--- config.mk ---
export PLATFORM = sky130hd
export DESIGN_NAME = swtg_sequencer
export DESIGN_NICKNAME = d
export VERILOG_FILES = /design/src/rtl/swtg_sync_edge.v /design/src/rtl/swtg_delay_timer.v /design/src/rtl/swtg_sequencer.v
export VERILOG_INCLUDE_DIRS = /design/src /design/src/rtl
export SDC_FILE = /design/constraint.sdc
export NUM_CORES = 1
export LEC_CHECK = 0
export ABC_AREA = 1
export BUFFER_PORTS_ARGS = -buffer_cell sky130_fd_sc_hd__buf_2
export CORE_ASPECT_RATIO = 0.5
export CORE_MARGIN = 5
export CORE_UTILIZATION = 45
export DETAILED_ROUTE_END_ITERATION = 16
export GPL_TIMING_DRIVEN = 0
export PLACE_DENSITY = 0.58
export SLEW_MARGIN = 40
export SYNTH_ARGS = -nofsm -noshare
export SYNTH_HDL_FRONTEND = slang
export SYNTH_SLANG_ARGS = --single-unit
export TNS_END_PERCENT = 30
--- constraint.sdc ---
create_clock -name i_sys_clk -period 3.2 [get_ports i_sys_clk]
set_input_delay 0 -clock i_sys_clk [delete_from_list [all_inputs] [get_ports i_sys_clk]]
set_output_delay 0 -clock i_sys_clk [all_outputs]
set_load 0.005 [all_outputs]
--- src/rtl/swtg_defines.vh ---
`ifndef SWTG_DEFINES_VH
`define SWTG_DEFINES_VH

// Register offsets (byte addresses)
`define SWTG_OFS_CTRL   8'h00
`define SWTG_OFS_TDLY   8'h04
`define SWTG_OFS_GDLY   8'h08
`define SWTG_OFS_GLEN   8'h0C
`define SWTG_OFS_VLVL   8'h10
`define SWTG_OFS_NSWP   8'h14
`define SWTG_OFS_CMD    8'h18
`define SWTG_OFS_STAT   8'h1C

// Trigger source codes in CTRL[1:0]
`define SWTG_SRC_FREE   2'h0
`define SWTG_SRC_VIDEO  2'h1
`define SWTG_SRC_EXT    2'h2
`define SWTG_SRC_GATE   2'h3

// CTRL field positions
`define SWTG_CTRL_POL   2
`define SWTG_CTRL_SGL   3
`define SWTG_CTRL_SPAN0 4
`define SWTG_CTRL_GEDIT 5

// Delay fields: step count [6:0], subrange [10:8]
`define SWTG_DLY_RNG_LSB 8
`define SWTG_STEPS_MAX  7'h64
`define SWTG_RANGE_MAX  3'h5
`define SWTG_PCT_MAX    7'h64

// CMD bits
`define SWTG_CMD_GO     0
`define SWTG_CMD_ABORT  1

// Reset values
`define SWTG_RST_CTRL   6'h00
`define SWTG_RST_DLY    11'h000
`define SWTG_RST_PCT    7'h32
`define SWTG_RST_NSWP   10'h001

// Finest delay step and clock period
`define SWTG_STEP_NS    10000
`define SWTG_CLK_NS     10
`define SWTG_STEP_CYC   (`SWTG_STEP_NS / `SWTG_CLK_NS)

`endif

--- src/rtl/swtg_sync_edge.v ---
`timescale 1ns/10ps
module swtg_sync_edge (
    input  wire i_sys_clk,
    input  wire i_resetn,
    input  wire i_pin,
    output reg  o_rise,
    output reg  o_fall
);
    reg meta_q;
    reg sync_q;
    reg last_q;

    always @(posedge i_sys_clk or negedge i_resetn) begin
        if (!i_resetn) begin
            meta_q <= 1'b0;
            sync_q <= 1'b0;
            last_q <= 1'b0;
            o_rise <= 1'b0;
            o_fall <= 1'b0;
        end else begin
            meta_q <= i_pin;
            sync_q <= meta_q;
            last_q <= sync_q;
            o_rise <= sync_q & ~last_q;
            o_fall <= ~sync_q & last_q;
        end
    end
endmodule

--- src/rtl/swtg_delay_timer.v ---
`timescale 1ns/10ps
`include "swtg_defines.vh"
module swtg_delay_timer #(
    parameter P_STEP_CYC = `SWTG_STEP_CYC
) (
    input  wire       i_sys_clk,
    input  wire       i_resetn,
    input  wire       i_load,
    input  wire       i_clear,
    input  wire [6:0] i_steps,
    input  wire [2:0] i_range,
    output reg        o_done
);
    reg  [31:0] pre_q;
    reg  [6:0]  cnt_q;
    reg         busy_q;
    reg  [31:0] lim;

    always @* begin
        case (i_range)
            3'h0:    lim = P_STEP_CYC;
            3'h1:    lim = P_STEP_CYC * 10;
            3'h2:    lim = P_STEP_CYC * 100;
            3'h3:    lim = P_STEP_CYC * 1000;
            3'h4:    lim = P_STEP_CYC * 10000;
            default: lim = P_STEP_CYC * 100000;
        endcase
    end

    always @(posedge i_sys_clk or negedge i_resetn) begin
        if (!i_resetn) begin
            pre_q  <= 32'h00000000;
            cnt_q  <= 7'h00;
            busy_q <= 1'b0;
            o_done <= 1'b0;
        end else begin
            o_done <= 1'b0;
            if (i_clear) begin
                busy_q <= 1'b0;
            end else if (i_load) begin
                pre_q <= 32'h00000000;
                cnt_q <= i_steps;
                busy_q <= (i_steps != 7'h00);
                o_done <= (i_steps == 7'h00);
            end else if (busy_q) begin
                if (pre_q == lim - 32'h00000001) begin
                    pre_q <= 32'h00000000;
                    cnt_q <= cnt_q - 7'h01;
                    if (cnt_q == 7'h01) begin
                        busy_q <= 1'b0;
                        o_done <= 1'b1;
                    end
                end else begin
                    pre_q <= pre_q + 32'h00000001;
                end
            end
        end
    end
endmodule

--- src/rtl/swtg_sequencer.v ---
// Design decisions made here: the address-and-strobe port and the placing of the registers.
`timescale 1ns/10ps
`include "swtg_defines.vh"
module swtg_sequencer #(
    parameter P_STEP_CYC = `SWTG_STEP_CYC,
    parameter P_VID_W    = 12
) (
    input  wire               i_sys_clk,
    input  wire               i_resetn,
    input  wire [7:0]         i_addr,
    input  wire [31:0]        i_wdata,
    input  wire               i_wr,
    input  wire               i_rd,
    output reg  [31:0]        o_rdata,
    input  wire               i_ext_trig,
    input  wire [P_VID_W-1:0] i_video,
    input  wire               i_sweep_done,
    output reg                o_sweep_start,
    output reg                o_acquire,
    output reg                o_zero_span,
    output reg                o_armed
);
    localparam S_IDLE  = 7'h01;
    localparam S_ARM   = 7'h02;
    localparam S_TDLY  = 7'h04;
    localparam S_RUN   = 7'h08;
    localparam S_GWAIT = 7'h10;
    localparam S_GDLY  = 7'h20;
    localparam S_GLEN  = 7'h40;

    reg  [5:0]           ctrl_q;
    reg  [10:0]          tdly_q;
    reg  [10:0]          gdly_q;
    reg  [10:0]          glen_q;
    reg  [6:0]           pct_q;
    reg  [9:0]           nswp_q;
    reg  [6:0]           state_q;
    reg  [6:0]           state_d;
    reg  [9:0]           remain_q;
    reg  [9:0]           remain_d;
    reg                  first_q;
    reg                  first_d;
    reg                  acq_d;
    reg                  start_d;
    reg                  ld_t;
    reg                  ld_gd;
    reg                  ld_gl;
    reg                  above_q;
    reg                  go_q;
    reg                  abort_q;
    reg  [10:0]          wr_dly;
    reg  [6:0]           wr_pct;
    reg  [9:0]           wr_nswp;

    wire                 ext_rise;
    wire                 ext_fall;
    wire                 t_done;
    wire                 gd_done;
    wire                 gl_done;
    wire [1:0]           src;
    wire                 pol_fall;
    wire                 single;
    wire                 span0_eff;
    wire                 ext_evt;
    wire                 above;
    wire                 vid_evt;
    wire [P_VID_W+6:0]   vid_x100;
    wire [P_VID_W+6:0]   thr;

    assign src      = ctrl_q[1:0];
    assign pol_fall = ctrl_q[`SWTG_CTRL_POL];
    assign single   = ctrl_q[`SWTG_CTRL_SGL];
    assign span0_eff = ctrl_q[`SWTG_CTRL_SPAN0] | ctrl_q[`SWTG_CTRL_GEDIT];

    assign ext_evt = pol_fall ? ext_fall : ext_rise;

    // Level as percent of full scale
    assign vid_x100 = i_video * 7'h64;
    assign thr      = {pct_q, {P_VID_W{1'b0}}};
    assign above    = vid_x100 > thr;
    assign vid_evt  = above & ~above_q & span0_eff;

    swtg_sync_edge u_sync (
        .i_sys_clk (i_sys_clk),
        .i_resetn  (i_resetn),
        .i_pin     (i_ext_trig),
        .o_rise    (ext_rise),
        .o_fall    (ext_fall)
    );

    swtg_delay_timer #(
        .P_STEP_CYC (P_STEP_CYC)
    ) u_tdly (
        .i_sys_clk (i_sys_clk),
        .i_resetn  (i_resetn),
        .i_load    (ld_t),
        .i_clear   (abort_q),
        .i_steps   (tdly_q[6:0]),
        .i_range   (tdly_q[10:8]),
        .o_done    (t_done)
    );

    swtg_delay_timer #(
        .P_STEP_CYC (P_STEP_CYC)
    ) u_gdly (
        .i_sys_clk (i_sys_clk),
        .i_resetn  (i_resetn),
        .i_load    (ld_gd),
        .i_clear   (abort_q),
        .i_steps   (gdly_q[6:0]),
        .i_range   (gdly_q[10:8]),
        .o_done    (gd_done)
    );

    swtg_delay_timer #(
        .P_STEP_CYC (P_STEP_CYC)
    ) u_glen (
        .i_sys_clk (i_sys_clk),
        .i_resetn  (i_resetn),
        .i_load    (ld_gl),
        .i_clear   (abort_q),
        .i_steps   (glen_q[6:0]),
        .i_range   (glen_q[10:8]),
        .o_done    (gl_done)
    );

    // Clamping of written delay, level and count
    always @* begin
        wr_dly = {i_wdata[10:8], 1'b0, i_wdata[6:0]};
        if (i_wdata[10:8] > `SWTG_RANGE_MAX) begin
            wr_dly[10:8] = `SWTG_RANGE_MAX;
        end
        if (i_wdata[6:0] > `SWTG_STEPS_MAX) begin
            wr_dly[6:0] = `SWTG_STEPS_MAX;
        end
        wr_pct = i_wdata[6:0];
        if (i_wdata[6:0] > `SWTG_PCT_MAX) begin
            wr_pct = `SWTG_PCT_MAX;
        end
        wr_nswp = i_wdata[9:0];
        if (i_wdata[9:0] == 10'h000) begin
            wr_nswp = 10'h001;
        end
    end

    // Register writes
    always @(posedge i_sys_clk or negedge i_resetn) begin
        if (!i_resetn) begin
            ctrl_q  <= `SWTG_RST_CTRL;
            tdly_q  <= `SWTG_RST_DLY;
            gdly_q  <= `SWTG_RST_DLY;
            glen_q  <= `SWTG_RST_DLY;
            pct_q   <= `SWTG_RST_PCT;
            nswp_q  <= `SWTG_RST_NSWP;
            go_q    <= 1'b0;
            abort_q <= 1'b0;
        end else begin
            go_q    <= 1'b0;
            abort_q <= 1'b0;
            if (i_wr) begin
                case (i_addr)
                    `SWTG_OFS_CTRL: begin
                        ctrl_q  <= i_wdata[5:0];
                        abort_q <= 1'b1;
                    end
                    `SWTG_OFS_TDLY: tdly_q <= wr_dly;
                    `SWTG_OFS_GDLY: gdly_q <= wr_dly;
                    `SWTG_OFS_GLEN: glen_q <= wr_dly;
                    `SWTG_OFS_VLVL: pct_q  <= wr_pct;
                    `SWTG_OFS_NSWP: nswp_q <= wr_nswp;
                    `SWTG_OFS_CMD: begin
                        go_q    <= i_wdata[`SWTG_CMD_GO];
                        abort_q <= i_wdata[`SWTG_CMD_ABORT];
                    end
                    default: ;
                endcase
            end
        end
    end

    // Read data, one cycle after the strobe
    always @(posedge i_sys_clk or negedge i_resetn) begin
        if (!i_resetn) begin
            o_rdata <= 32'h00000000;
        end else if (i_rd) begin
            case (i_addr)
                `SWTG_OFS_CTRL: o_rdata <= {26'h0000000, ctrl_q};
                `SWTG_OFS_TDLY: o_rdata <= {21'h000000, tdly_q};
                `SWTG_OFS_GDLY: o_rdata <= {21'h000000, gdly_q};
                `SWTG_OFS_GLEN: o_rdata <= {21'h000000, glen_q};
                `SWTG_OFS_VLVL: o_rdata <= {25'h0000000, pct_q};
                `SWTG_OFS_NSWP: o_rdata <= {22'h000000, nswp_q};
                `SWTG_OFS_STAT: o_rdata <= {12'h000, o_acquire, remain_q,
                                            span0_eff, 1'b0, state_q};
                default:        o_rdata <= 32'h00000000;
            endcase
        end else begin
            o_rdata <= 32'h00000000;
        end
    end

    // Sweep sequencing
    always @* begin
        state_d  = state_q;
        remain_d = remain_q;
        first_d  = first_q;
        acq_d    = o_acquire;
        start_d  = 1'b0;
        ld_t     = 1'b0;
        ld_gd    = 1'b0;
        ld_gl    = 1'b0;
        case (state_q)
            S_IDLE: begin
                acq_d = 1'b0;
                if (!single) begin
                    state_d = S_ARM;
                end else if (go_q) begin
                    state_d  = S_ARM;
                    remain_d = nswp_q;
                end
            end
            S_ARM: begin
                first_d = 1'b1;
                case (src)
                    `SWTG_SRC_FREE: begin
                        start_d = 1'b1;
                        acq_d   = 1'b1;
                        state_d = S_RUN;
                    end
                    `SWTG_SRC_VIDEO: begin
                        if (vid_evt) begin
                            ld_t    = 1'b1;
                            state_d = S_TDLY;
                        end
                    end
                    `SWTG_SRC_EXT: begin
                        if (ext_evt) begin
                            ld_t    = 1'b1;
                            state_d = S_TDLY;
                        end
                    end
                    default: begin
                        state_d = S_GWAIT;
                    end
                endcase
            end
            S_TDLY: begin
                if (t_done) begin
                    start_d = 1'b1;
                    acq_d   = 1'b1;
                    state_d = S_RUN;
                end
            end
            S_RUN: begin
                if (i_sweep_done) begin
                    acq_d = 1'b0;
                    state_d = S_IDLE;
                end
            end
            S_GWAIT: begin
                acq_d = 1'b0;
                if (ext_evt) begin
                    ld_gd   = 1'b1;
                    state_d = S_GDLY;
                end
            end
            S_GDLY: begin
                if (gd_done) begin
                    ld_gl   = 1'b1;
                    acq_d   = 1'b1;
                    start_d = first_q;
                    first_d = 1'b0;
                    state_d = S_GLEN;
                end
            end
            S_GLEN: begin
                if (i_sweep_done) begin
                    acq_d   = 1'b0;
                    state_d = S_IDLE;
                end else if (gl_done) begin
                    acq_d   = 1'b0;
                    state_d = S_GWAIT;
                end
            end
            default: begin
                acq_d   = 1'b0;
                state_d = S_IDLE;
            end
        endcase
        if (i_sweep_done && (state_q == S_RUN || state_q == S_GLEN)) begin
            if (!single) begin
                state_d = S_ARM;
            end else if (remain_q > 10'h001) begin
                remain_d = remain_q - 10'h001;
                state_d  = S_ARM;
            end else begin
                remain_d = 10'h000;
                state_d  = S_IDLE;
            end
        end
        if (abort_q) begin
            state_d  = S_IDLE;
            acq_d    = 1'b0;
            start_d  = 1'b0;
            remain_d = 10'h000;
        end
    end

    always @(posedge i_sys_clk or negedge i_resetn) begin
        if (!i_resetn) begin
            state_q       <= S_IDLE;
            remain_q      <= 10'h000;
            first_q       <= 1'b0;
            above_q       <= 1'b0;
            o_sweep_start <= 1'b0;
            o_acquire     <= 1'b0;
            o_zero_span   <= 1'b0;
            o_armed       <= 1'b0;
        end else begin
            state_q       <= state_d;
            remain_q      <= remain_d;
            first_q       <= first_d;
            above_q       <= above;
            o_sweep_start <= start_d;
            o_acquire     <= acq_d;
            o_zero_span   <= span0_eff;
            o_armed       <= (state_d != S_IDLE);
        end
    end
endmodule

==> results.md, run 1 <==
- Area Growth Syn to Fin: 19.07%
- Most numerous cell on the critical path: sky130_fd_sc_hd__nand2_1
- Beginning of the critical path: i_video[5]
- Buffers added on ports: 58
- Data required, critical path: 3.64 ns
- Reg2Reg Capture Point: u_glen.pre_q[13]$_DFFE_PN0P_
- Slew of the pin with the lowest slew margin: 0.6299 ns
- Hold violation total from the final report: 0
- Post-Route Hold Slack: 0.02971 ns
- Ant. Diodes: 0
- Setup slack of the critical path after layout: -0.6494 ns
- Die outline width: 269.7 um
- FF-to-FF Start: glen_q[10]$_DFFE_PN0P_
- Post-Place Cells: 2588
- Tightest slew margin relative to the limit: 57.81%
- Worst R2R Path Depth: 16
- Clock Sink Count: 226
- Core area: 33170 um2
- Arrival @ worst endpoint: 4.29 ns
- Total DRC errors in the routed layout: 0
- Syn Area/Cell: 7.315 um2
- Portion of the clock cycle consumed by the worst path in the final layout: 120.3%
- Crit. End Element: flop
- Kind of start point of the critical path: input port
- Violations in the final reports: setup timing
- Post-synth top area share: 36.44%
- Sequential fraction of the synthesis area: 37.30%
- Largest net degree at the start of global routing: 73
- Chip Height: 139.9 um
- Initial antenna violation count: 0
- Total power per unit cell area: 414.1 nW/um2
- Largest stage delay, worst path: 0.51 ns
- Proportion of layout cells with a drive suffix above 1: 13.00%
- Distinct cells, synth: 55
- #FFs+latches synth: 226
- Starting density of the core: 45.76%
- IR Drop Worst-Case VDD: 0.4261 mV
- Remaining number of nets flagged by the antenna check after routing: 0
- Final total power: 7.484 mW
- Prevailing post-synth register cell: sky130_fd_sc_hd__dfrtp_1
- Fmax: 0.2598 GHz
- Number of levels the H-tree was split into: 1
- Cell accounting for the most synthesized area: sky130_fd_sc_hd__dfrtp_1
- Number of nets in the layout: 2351
- CP Class: input port to flop
- Clk buf depth: 3
- Drt wl/cell: 17.02 um
- Layout Utilization: 54.49%
- First-pass DRT Iterations: 5
- Number of cells in the finished layout apart from fillers: 2680
- Site Rows: 47
- Final wirelength: 45610 um
- Via count of the first global-routing pass: 13313
- Post-DP Area: 16410 um2
- TritonCTS clock tree: done
- Number of primary I/O pins: 94
- Max capacitance violation total: 0
- Final setup violation count: 43
- Total of warnings raised by yosys: 0
- Setup_tns: -25.69 ns
- Post-Route Skew: 0.01926 ns
- Total number of vias: 14172
- Clock tree root buffer cell: sky130_fd_sc_hd__clkbuf_16
- Max-slew violation count: 0
- Shortest period the worst path allows: 3.849 ns
- Register-to-register setup slack: 0.26 ns
- CTS clock-pin slew for the worst setup and hold paths: 0.07 ns
- Placer congestion estimate: 0.9513
- Clk_lat worst skew: 0.55 ns
- Setup Slack @ Placement: -1.528 ns
- Area of the die: 37730 um2
- Outcome: finished with violations
- Remaining Overflow, GRT: 0
- Via density: 5.288
- Half-perimeter wire length after placement: 34720 um
- Netlist area before placement: 15180 um2
- Worst-path maximum fanout: 10
- First-pass GRT wire length: 72500 um
- Mapped Cells: 2075
- Count of flip-flops with a built-in enable after synthesis: 0
- Path type of the worst min-delay path: input port to async pin
- Clock buffers created by TritonCTS: 24
- Top cells by area in the synthesized netlist: sky130_fd_sc_hd__dfrtp_1 (36%), sky130_fd_sc_hd__nand2_1 (12%), sky130_fd_sc_hd__inv_1 (6.9%), sky130_fd_sc_hd__nor2_1 (5.7%), sky130_fd_sc_hd__xor2_1 (5.5%)
- RSZ-0062 raised after global routing: true
- Total global-route track usage: 23.60%
- Cell leakage power: 8.305 nW
- Violation count after the first detailed-route iteration: 1363
- Final cell area excluding filler cells: 18070 um2
- Async S/R FF share, synth: 100.0%
- Slowest cell on the critical path: sky130_fd_sc_hd__fa_1
## worst max-delay path, delay by kind of cell
family,cells,cell delay (ns)
compound gates,3,0.26
fa+ha+maj,5,1.60
buf+inv,7,0.62
simple gates,22,1.82
## worst max path at each step
stage / end / slack, ns / cells past startpoint
CTS: u_tdly.pre_q[31]$_DFFE_PN0P_ / -0.59 / 30
global placement: u_tdly.pre_q[21]$_DFFE_PN0P_ / -1.98 / 1
floorplan: u_tdly.pre_q[27]$_DFFE_PN0P_ / -0.60 / 36
detailed placement: u_tdly.o_done$_DFF_PN0_ / -1.53 / 34
global route: u_tdly.pre_q[15]$_DFFE_PN0P_ / -0.88 / 38
finish: u_tdly.pre_q[7]$_DFFE_PN0P_ / -0.65 / 37
## sequential cells by signal (all words and copies together), names as in the netlist, 6 cells and up
register	count
state_q	7
ctrl_q	6
nswp_q	10
gdly_q	10
u_glen.cnt_q	7
remain_q	10
u_gdly.cnt_q	7
glen_q	10
u_gdly.pre_q	32
pct_q	7
tdly_q	10
u_glen.pre_q	32
o_rdata	20
u_tdly.cnt_q	7
u_tdly.pre_q	32
## synthesized netlist by cell type (12+ instances only)
master,n
sky130_fd_sc_hd__inv_1,277
sky130_fd_sc_hd__buf_2,15
sky130_fd_sc_hd__ha_1,65
sky130_fd_sc_hd__nand4_1,51
sky130_fd_sc_hd__dfrtp_1,221
sky130_fd_sc_hd__o21ai_1,22
sky130_fd_sc_hd__nor4_1,19
sky130_fd_sc_hd__o21ai_0,146
sky130_fd_sc_hd__buf_4,19
sky130_fd_sc_hd__nand2_2,12
sky130_fd_sc_hd__nand3b_1,24
sky130_fd_sc_hd__xnor2_1,23
sky130_fd_sc_hd__xor2_1,96
sky130_fd_sc_hd__a21oi_1,45
sky130_fd_sc_hd__nand3_1,111
sky130_fd_sc_hd__nor2_1,232
sky130_fd_sc_hd__nor3_1,73
sky130_fd_sc_hd__nand2_1,484
sky130_fd_sc_hd__clkbuf_1,20
sky130_fd_sc_hd__o22ai_1,19
## where the power goes
part	internal [mW]	switching [mW]	total (mW)
registers	2.97	0.0909	3.06
clock network	1.65	1.27	2.92
logic	0.618	0.888	1.51
total	5.24	2.24	7.48
## final cells by class
type,count,area [um2]
inverter,289,1092
clock inverter,10,97.59
sequential,226,5662
buffer,58,406.6
multi-input combinational,1513,8582
fill,3252,15090
timing repair buffer,109,962.2
clock buffer,34,718.2
tap,441,551.8
## logic make-up (layout without fill, tap and decap cells)
kind of cell	Yosys count	after routing	synth area share (%)
AND/OR/NAND/NOR	1035	1035	30.11
multiplexers	1	1	0.06595
XOR/XNOR	119	119	6.867
adder cells (fa/ha/maj)	72	72	6.281
other	1	12	0.02471
AO/OA/AOI/OAI	274	274	9.975
flip-flops	226	226	37.30
buffers and inverters	347	500	9.373
## placed cells by master, fill, tap and decap left out, types with 25 or more instances in the layout
master                          Yosys  final
sky130_fd_sc_hd__o21ai_0          146    125
sky130_fd_sc_hd__xor2_1            96     96
sky130_fd_sc_hd__buf_4             19     35
sky130_fd_sc_hd__o21ai_1           22     36
sky130_fd_sc_hd__ha_1              65     43
sky130_fd_sc_hd__nor3_1            73     72
sky130_fd_sc_hd__inv_1            277    266
sky130_fd_sc_hd__dfrtp_1          221    221
sky130_fd_sc_hd__clkbuf_16          0     25
sky130_fd_sc_hd__nand2_2           12     27
sky130_fd_sc_hd__nand4_1           51     51
sky130_fd_sc_hd__nand2_1          484    465
sky130_fd_sc_hd__nor2_1           232    230
sky130_fd_sc_hd__a21oi_1           45     40
sky130_fd_sc_hd__buf_2             15     61
sky130_fd_sc_hd__nand3_1          111    109
sky130_fd_sc_hd__dlygate4sd3_1      0     26
## layer usage
| layer | routed length [um] | track usage, % | vias up |
|---|---|---|---|
| met4 | 1066 | 5.710 | 0 |
| met2 | 20150 | 37.01 | 374 |
| met3 | 2431 | 3.612 | 58 |
| met5 | 0 | 0 | - |
| met1 | 21970 | 34.52 | 6743 |
| li1 | - | - | 6997 |
## repair_timing
item | 4_1_cts | 5_1_grt
endpoints found under the setup margin | 44 | 64
gates cloned | 4 | 1
buffers inserted | 12 | 5
pin swaps | 32 | 21
hold buffers | 27 | 0
endpoints found under the hold margin | 220 | 0
resized for setup | 50 | 36
Power figures use the tool's default switching activity.
==> run 2: changes to the inputs <==
Settings changed: PLACE_DENSITY 0.58 to 0.61.
==> run 2 against run 1 <==
  * The flow still finishes with violations (setup timing)
  * Clock power grew 4%
  * Combinational power grew 5%
  * Critical path depth shrank 2
  * First-iteration DRC count shrank 5.7%
  * Wire length shrank 0.40%
  * Utilization grew 0.36 points
  * Fmax grew 3.5%
  * Die area is the same
  * Setup slack gained 0.13 ns
==> results.md, run 2 (same netlist as run 1, synthesis figures left out) <==
- Total DRC errors in the routed layout: 0 (unchanged)
- Final cell area excluding filler cells: 18190 um2 (was 18070 um2)
- Final wirelength: 45430 um (was 45610 um)
- TritonCTS clock tree: done (unchanged)
- Clock Sink Count: 226 (unchanged)
- Kind of start point of the critical path: input port (unchanged)
- Clock tree root buffer cell: sky130_fd_sc_hd__clkbuf_16 (unchanged)
- Post-DP Area: 16410 um2 (unchanged)
- Via count of the first global-routing pass: 13581 (was 13313)
- Final total power: 7.676 mW (was 7.484 mW)
- Number of primary I/O pins: 94 (unchanged)
- Proportion of layout cells with a drive suffix above 1: 13.78% (was 13.00%)
- Layout Utilization: 54.85% (was 54.49%)
- Largest stage delay, worst path: 0.49 ns (was 0.51 ns)
- Half-perimeter wire length after placement: 34570 um (was 34720 um)
- Final setup violation count: 42 (was 43)
- Number of levels the H-tree was split into: 1 (unchanged)
- Fmax: 0.2689 GHz (was 0.2598 GHz)
- Area of the die: 37730 um2 (unchanged)
- Setup slack of the critical path after layout: -0.5184 ns (was -0.6494 ns)
- Remaining number of nets flagged by the antenna check after routing: 0 (unchanged)
- Post-Route Hold Slack: 0.02693 ns (was 0.02971 ns)
- Starting density of the core: 45.76% (unchanged)
- Most common cell after layout, fill and taps aside: sky130_fd_sc_hd__nand2_1 (unchanged)
- Path type of the worst min-delay path: input port to flop (was input port to async pin)
- Total global-route track usage: 23.72% (was 23.60%)
- Most numerous cell on the critical path: sky130_fd_sc_hd__nand2_1 (unchanged)
- Drt wl/cell: 16.93 um (was 17.02 um)
- Via density: 5.291 (was 5.288)
- Area Growth Syn to Fin: 19.86% (was 19.07%)
- Clk_lat worst skew: 0.56 ns (was 0.55 ns)
- RSZ-0062 raised after global routing: true (unchanged)
- Arrival @ worst endpoint: 4.14 ns (was 4.29 ns)
- Most frequent cells in the layout: sky130_fd_sc_hd__nand2_1 (455), sky130_fd_sc_hd__inv_1 (266), sky130_fd_sc_hd__nor2_1 (230), sky130_fd_sc_hd__dfrtp_1 (221), sky130_fd_sc_hd__o21ai_0 (125) (was sky130_fd_sc_hd__nand2_1 (465), sky130_fd_sc_hd__inv_1 (266), sky130_fd_sc_hd__nor2_1 (230), sky130_fd_sc_hd__dfrtp_1 (221), sky130_fd_sc_hd__o21ai_0 (125))
- Hold violation total from the final report: 0 (unchanged)
- First-pass DRT Iterations: 5 (unchanged)
- Number of nets in the layout: 2357 (was 2351)
- Post-Route Skew: 0.03507 ns (was 0.01926 ns)
- Largest regs: u_gdly.pre_q (32), u_glen.pre_q (32), u_tdly.pre_q (32) (unchanged)
- Max capacitance violation total: 0 (unchanged)
- CP Class: input port to flop (unchanged)
- First-pass GRT wire length: 72950 um (was 72500 um)
- Max-slew violation count: 0 (unchanged)
- Cell leakage power: 8.363 nW (was 8.305 nW)
- Buffers added on ports: 58 (unchanged)
- Slew of the pin with the lowest slew margin: 0.6704 ns (was 0.6299 ns)
- Portion of the clock cycle consumed by the worst path in the final layout: 116.2% (was 120.3%)
- Data required, critical path: 3.62 ns (was 3.64 ns)
- Remaining Overflow, GRT: 0 (unchanged)
- Core area: 33170 um2 (unchanged)
- Violations in the final reports: setup timing (unchanged)
- Largest net degree at the start of global routing: 67 (was 73)
- Worst-path maximum fanout: 10 (unchanged)
- Clock buffers created by TritonCTS: 24 (unchanged)
- Total power per unit cell area: 421.9 nW/um2 (was 414.1 nW/um2)
- Chip Height: 139.9 um (unchanged)
- Violation count after the first detailed-route iteration: 1285 (was 1363)
- Clk buf depth: 3 (unchanged)
- CTS clock-pin slew for the worst setup and hold paths: 0.07 ns (about the same)
- Ant. Diodes: 0 (unchanged)
- Outcome: finished with violations (unchanged)
- Crit. End Element: flop (unchanged)
- Slowest cell on the critical path: sky130_fd_sc_hd__fa_1 (unchanged)
- IR Drop Worst-Case VDD: 0.3992 mV (was 0.4261 mV)
- Die outline width: 269.7 um (unchanged)
- Shortest period the worst path allows: 3.718 ns (was 3.849 ns)
- Total number of vias: 14202 (was 14172)
- Site Rows: 47 (unchanged)
- Tightest slew margin relative to the limit: 55.10% (was 57.81%)
- Initial antenna violation count: 0 (unchanged)
- Placer congestion estimate: 0.9512 (was 0.9513)
## run 2: changes by cell type in the layout (fill, tap and decap cells not counted), sizes merged
cell         delta
buf            +11
clkbuf          -5
bufinv          +3
dlygate4sd3     -3
clkinv          -1
clkinvlp        -1
## run 2: final timing paths
check	from	depth (start not counted)	slack, ns	end
worst max-delay path	i_video[3]	35	-0.52	u_tdly.pre_q[19]$_DFFE_PN0P_
worst min-delay path	i_addr[6]	6	0.03	o_rdata[9]$_DFF_PN0_
worst max register to register	glen_q[10]$_DFFE_PN0P_	16	0.27	u_glen.pre_q[20]$_DFFE_PN0P_
worst min register to register	u_sync.meta_q$_DFF_PN0_	0	0.37	u_sync.sync_q$_DFF_PN0_
max in group asynchronous	i_resetn	3	2.76	u_glen.pre_q[28]$_DFFE_PN0P_
min in group asynchronous	i_resetn	2	0.04	pct_q[5]$_DFFE_PN1P_
## run 2: metrics by stage
stage	TNS [ns]	worst slack [ns]	cells
floorplan	-23.76	-0.6011	2086
global placement	-483.86	-1.953	2585
detailed placement	-56.34	-1.467	2588
CTS	-17.40	-0.4464	2679
global route	-33.14	-0.8301	2684
finish	-20.00	-0.5184	2684
## run 2: critical path, delay by kind of cell
family / cells / cell delay [ns]
fa+ha+maj: 5 / 1.52
simple gates: 21 / 1.69
compound gates: 4 / 0.40
buf+inv: 5 / 0.52
## run 2: layout make-up
| type | count | area [um2] |
|---|---|---|
| multi-input combinational | 1513 | 8643 |
| tap | 441 | 551.8 |
| clock buffer | 31 | 656.9 |
| inverter | 289 | 1090 |
| buffer | 58 | 431.7 |
| timing repair buffer | 115 | 968.4 |
| clock inverter | 11 | 188.9 |
| fill | 3207 | 14970 |
| sequential | 226 | 5662 |
## run 2: layer usage
metal	up-vias	part of all wire [%]	track usage, %
met2	415	44	37.51
met1	6669	46	33.88
li1	7035	-	-
met4	0	3.1	6.549
met3	83	6.5	4.025
met5	-	0	0
## run 2: report_power, final
part	internal [mW]	total (mW)	switching (mW)
combinational	0.671	1.58	0.910
sequential	2.97	3.06	0.0910
clock	1.78	3.04	1.25
## run 2: timing repair
item	in CTS	in global routing
hold buffers	24	0
pin swaps	32	24
hold endpoints to repair	296	0
endpoints found under the setup margin	43	62
gates resized for setup	51	52
setup buffers	23	3
cloned	2	2
==> run 3: changes to the inputs <==
Settings changed: CORE_MARGIN 5 to 3, CTS_CLUSTER_DIAMETER from default to 100.
==> run 3 against run 2 <==
  * The flow still finishes with violations (setup timing)
  * Sequential power hardly changed
  * Utilization is 0.81 points higher
  * Register-to-register slack better by 0.10 ns
  * Fmax is 0.64% lower
  * Sequential cell count stayed put
  * Design area is 0.67% lower
  * Largest power group unchanged
  * Highest routed layer unchanged
==> results.md, run 3 (same netlist as run 1, synthesis figures left out) <==
- Buffers added on ports: 58 (unchanged)
- Post-DP Area: 16430 um2 (was 16410 um2)
- Instance count on the critical path: 33 (was 35)
- Kind of start point of the critical path: input port (unchanged)
- Area Growth Syn to Fin: 19.05% (was 19.86%)
- Sequential group share of total power: 41.4% (was 39.9%)
- Most common cell after layout, fill and taps aside: sky130_fd_sc_hd__nand2_1 (unchanged)
- First-pass GRT wire length: 71570 um (was 72950 um)
- Setup_tns: -20.96 ns (was -20.00 ns)
- Clock tree root buffer cell: sky130_fd_sc_hd__clkbuf_16 (unchanged)
- TritonCTS clock tree: done (unchanged)
- Final cell area excluding filler cells: 18070 um2 (was 18190 um2)
- RSZ-0062 raised after global routing: true (unchanged)
- Ant. Diodes: 0 (unchanged)
- Max-slew violation count: 0 (unchanged)
- Switching share of total power: 29.86% (was 29.34%)
- Violation count after the first detailed-route iteration: 1179 (was 1285)
- Placer congestion estimate: 0.9765 (was 0.9512)
- IR Drop Worst-Case VDD: 0.4141 mV (was 0.3992 mV)
- Violations in the final reports: setup timing (unchanged)
- Worst hold path endpoint: abort_q$_DFF_PN0_ (was o_rdata[9]$_DFF_PN0_)
- Worst hold stages: 5 (was 6)
- Hold violation total from the final report: 0 (unchanged)
- Clk_lat worst skew: 0.55 ns (was 0.56 ns)
- Shortest period the worst path allows: 3.742 ns (was 3.718 ns)
- Most numerous cell on the critical path: sky130_fd_sc_hd__nand2_1 (unchanged)
- CP Class: input port to flop (unchanged)
- Internal power component: 5.185 mW (was 5.424 mW)
- Remaining Overflow, GRT: 0 (unchanged)
- FF-to-FF Start: glen_q[10]$_DFFE_PN0P_ (unchanged)
- Via density: 5.300 (was 5.291)
- Portion of the clock cycle consumed by the worst path in the final layout: 116.9% (was 116.2%)
- Fmax: 0.2672 GHz (was 0.2689 GHz)
- Slew of the pin with the lowest slew margin: 0.7217 ns (was 0.6704 ns)
- Total DRC errors in the routed layout: 0 (unchanged)
- Initial antenna violation count: 0 (unchanged)
- Tightest slew margin relative to the limit: 51.45% (was 55.10%)
- Chip Height: 135.9 um (was 139.9 um)
- Area of the die: 36100 um2 (was 37730 um2)
- Total number of vias: 14152 (was 14202)
- Post-Place Cells: 2580 (was 2588)
- Beginning of the worst hold path: i_addr[4] (was i_addr[6])
- Drt wl/cell: 16.77 um (was 16.93 um)
- Slowest cell on the critical path: sky130_fd_sc_hd__fa_1 (unchanged)
- Clock power share: 38.6% (was 39.5%)
- Arrival @ worst endpoint: 4.17 ns (was 4.14 ns)
- Clk buf depth: 3 (unchanged)
- Total power per unit cell area: 409.1 nW/um2 (was 421.9 nW/um2)
- Cell leakage power: 8.337 nW (was 8.363 nW)
- Path type of the worst min-delay path: input port to flop (unchanged)
- Layout Utilization: 55.67% (was 54.85%)
- Via count of the first global-routing pass: 13305 (was 13581)
- Total global-route track usage: 24.88% (was 23.72%)
- Switching power total: 2.208 mW (was 2.252 mW)
- Proportion of layout cells with a drive suffix above 1: 13.72% (was 13.78%)
- Combinational power share: 20.0% (was 20.6%)
- CP Buf/Inv Count: 6 (was 5)
- Post-Route Hold Slack: 0.03944 ns (was 0.02693 ns)
- Worst-path maximum fanout: 5 (was 10)
- Final total power: 7.393 mW (was 7.676 mW)
- Clock buffers created by TritonCTS: 23 (was 24)
- Data required, critical path: 3.62 ns (about the same)
- Clock Sink Count: 226 (unchanged)
- Beginning of the critical path: i_video[5] (was i_video[3])
- Outcome: finished with violations (unchanged)
- Register-to-register setup slack: 0.37 ns (was 0.27 ns)
- Core area: 32460 um2 (was 33170 um2)
- Site Rows: 46 (was 47)
- Largest regs: u_gdly.pre_q (32), u_glen.pre_q (32), u_tdly.pre_q (32) (unchanged)
- Half-perimeter wire length after placement: 33860 um (was 34570 um)
- Largest stage delay, worst path: 0.51 ns (was 0.49 ns)
- Setup slack of the critical path after layout: -0.5423 ns (was -0.5184 ns)
- Final setup violation count: 43 (was 42)
- CTS clock-pin slew for the worst setup and hold paths: 0.07 ns (about the same)
- Worst R2R Path Depth: 16 (unchanged)
- Number of nets in the layout: 2352 (was 2357)
- Reg2Reg Capture Point: u_glen.pre_q[20]$_DFFE_PN0P_ (unchanged)
- Crit. End Element: flop (unchanged)
- Final wirelength: 44780 um (was 45430 um)
- Kind of cell with the highest combined delay on the critical path: adder cells (was simple AND/OR/NAND/NOR gates)
- Die outline width: 265.7 um (was 269.7 um)
- Number of cells in the finished layout apart from fillers: 2670 (was 2684)
- Number of primary I/O pins: 94 (unchanged)
- Number of levels the H-tree was split into: 1 (unchanged)
- Max capacitance violation total: 0 (unchanged)
- Post-Route Skew: 0.01590 ns (was 0.03507 ns)
- Remaining number of nets flagged by the antenna check after routing: 0 (unchanged)
- Most frequent cells in the layout: sky130_fd_sc_hd__nand2_1 (454), sky130_fd_sc_hd__inv_1 (267), sky130_fd_sc_hd__nor2_1 (231), sky130_fd_sc_hd__dfrtp_1 (220), sky130_fd_sc_hd__o21ai_0 (125) (was sky130_fd_sc_hd__nand2_1 (455), sky130_fd_sc_hd__inv_1 (266), sky130_fd_sc_hd__nor2_1 (230), sky130_fd_sc_hd__dfrtp_1 (221), sky130_fd_sc_hd__o21ai_0 (125))
- First-pass DRT Iterations: 6 (was 5)
- Setup Slack @ Placement: -1.373 ns (was -1.467 ns)
- Largest net degree at the start of global routing: 55 (was 67)
- Starting density of the core: 46.76% (was 45.76%)
run 3: cell types whose count changed in the layout (fill, tap and decap cells not counted), sizes merged:
cell	before	now
clkinv	6	8
bufinv	4	2
buf	131	126
run 3: metal layers:
layer	track usage [%]	vias to the layer above	part of all wire [%]
li1	-	7006	-
met1	36.46	6684	48
met2	38.33	395	43
met3	4.105	67	6.3
met4	6.474	0	2.5
met5	0	-	0
run 3: repair_timing:
action / in CTS / in global routing
endpoints found under the setup margin: 43 / 76
gates resized for setup: 52 / 48
hold endpoints to repair: 189 / 0
pin swaps: 17 / 23
gates cloned: 4 / 3
setup buffers: 18 / 3
hold buffers: 24 / 0
run 3: layout make-up:
| type | instances | area [um2] |
|---|---|---|
| inverters | 289 | 1092 |
| well taps | 432 | 540.5 |
| plain buffers | 58 | 425.4 |
| clock inverters | 11 | 121.4 |
| multi-input cells | 1513 | 8588 |
| clock buffers | 30 | 651.9 |
| fillers | 3183 | 14390 |
| repair buffers | 111 | 987.2 |
| flip-flops and latches | 226 | 5663 |
run 3: tightest hold or removal path, cell delays in order:
cell,delay [ns]
sky130_fd_sc_hd__buf_2,0.11
sky130_fd_sc_hd__inv_1,0.08
sky130_fd_sc_hd__nor2_2,0.08
sky130_fd_sc_hd__nand2_1,0.13
sky130_fd_sc_hd__o21ai_0,0.12
run 3: worst max path at each step:
| stage | to | slack (ns) |
|---|---|---|
| global route | u_tdly.pre_q[18]$_DFFE_PN0P_ | -0.93 |
| global placement | u_tdly.pre_q[22]$_DFFE_PN0P_ | -1.96 |
| floorplan | u_tdly.pre_q[27]$_DFFE_PN0P_ | -0.60 |
| CTS | u_tdly.pre_q[14]$_DFFE_PN0P_ | -0.53 |
| finish | u_tdly.pre_q[18]$_DFFE_PN0P_ | -0.54 |
| detailed placement | u_tdly.o_done$_DFF_PN0_ | -1.37 |
run 3: power groups by stage:
stage               combinational (mW)  clock (mW)  sequential (mW)
global route                      1.68        3.01             3.08
CTS                               1.43        2.90             3.06
detailed placement                1.32           0             3.12
finish                            1.48        2.85             3.06
global placement                  1.29           0             3.11
floorplan                        0.960           0             3.09
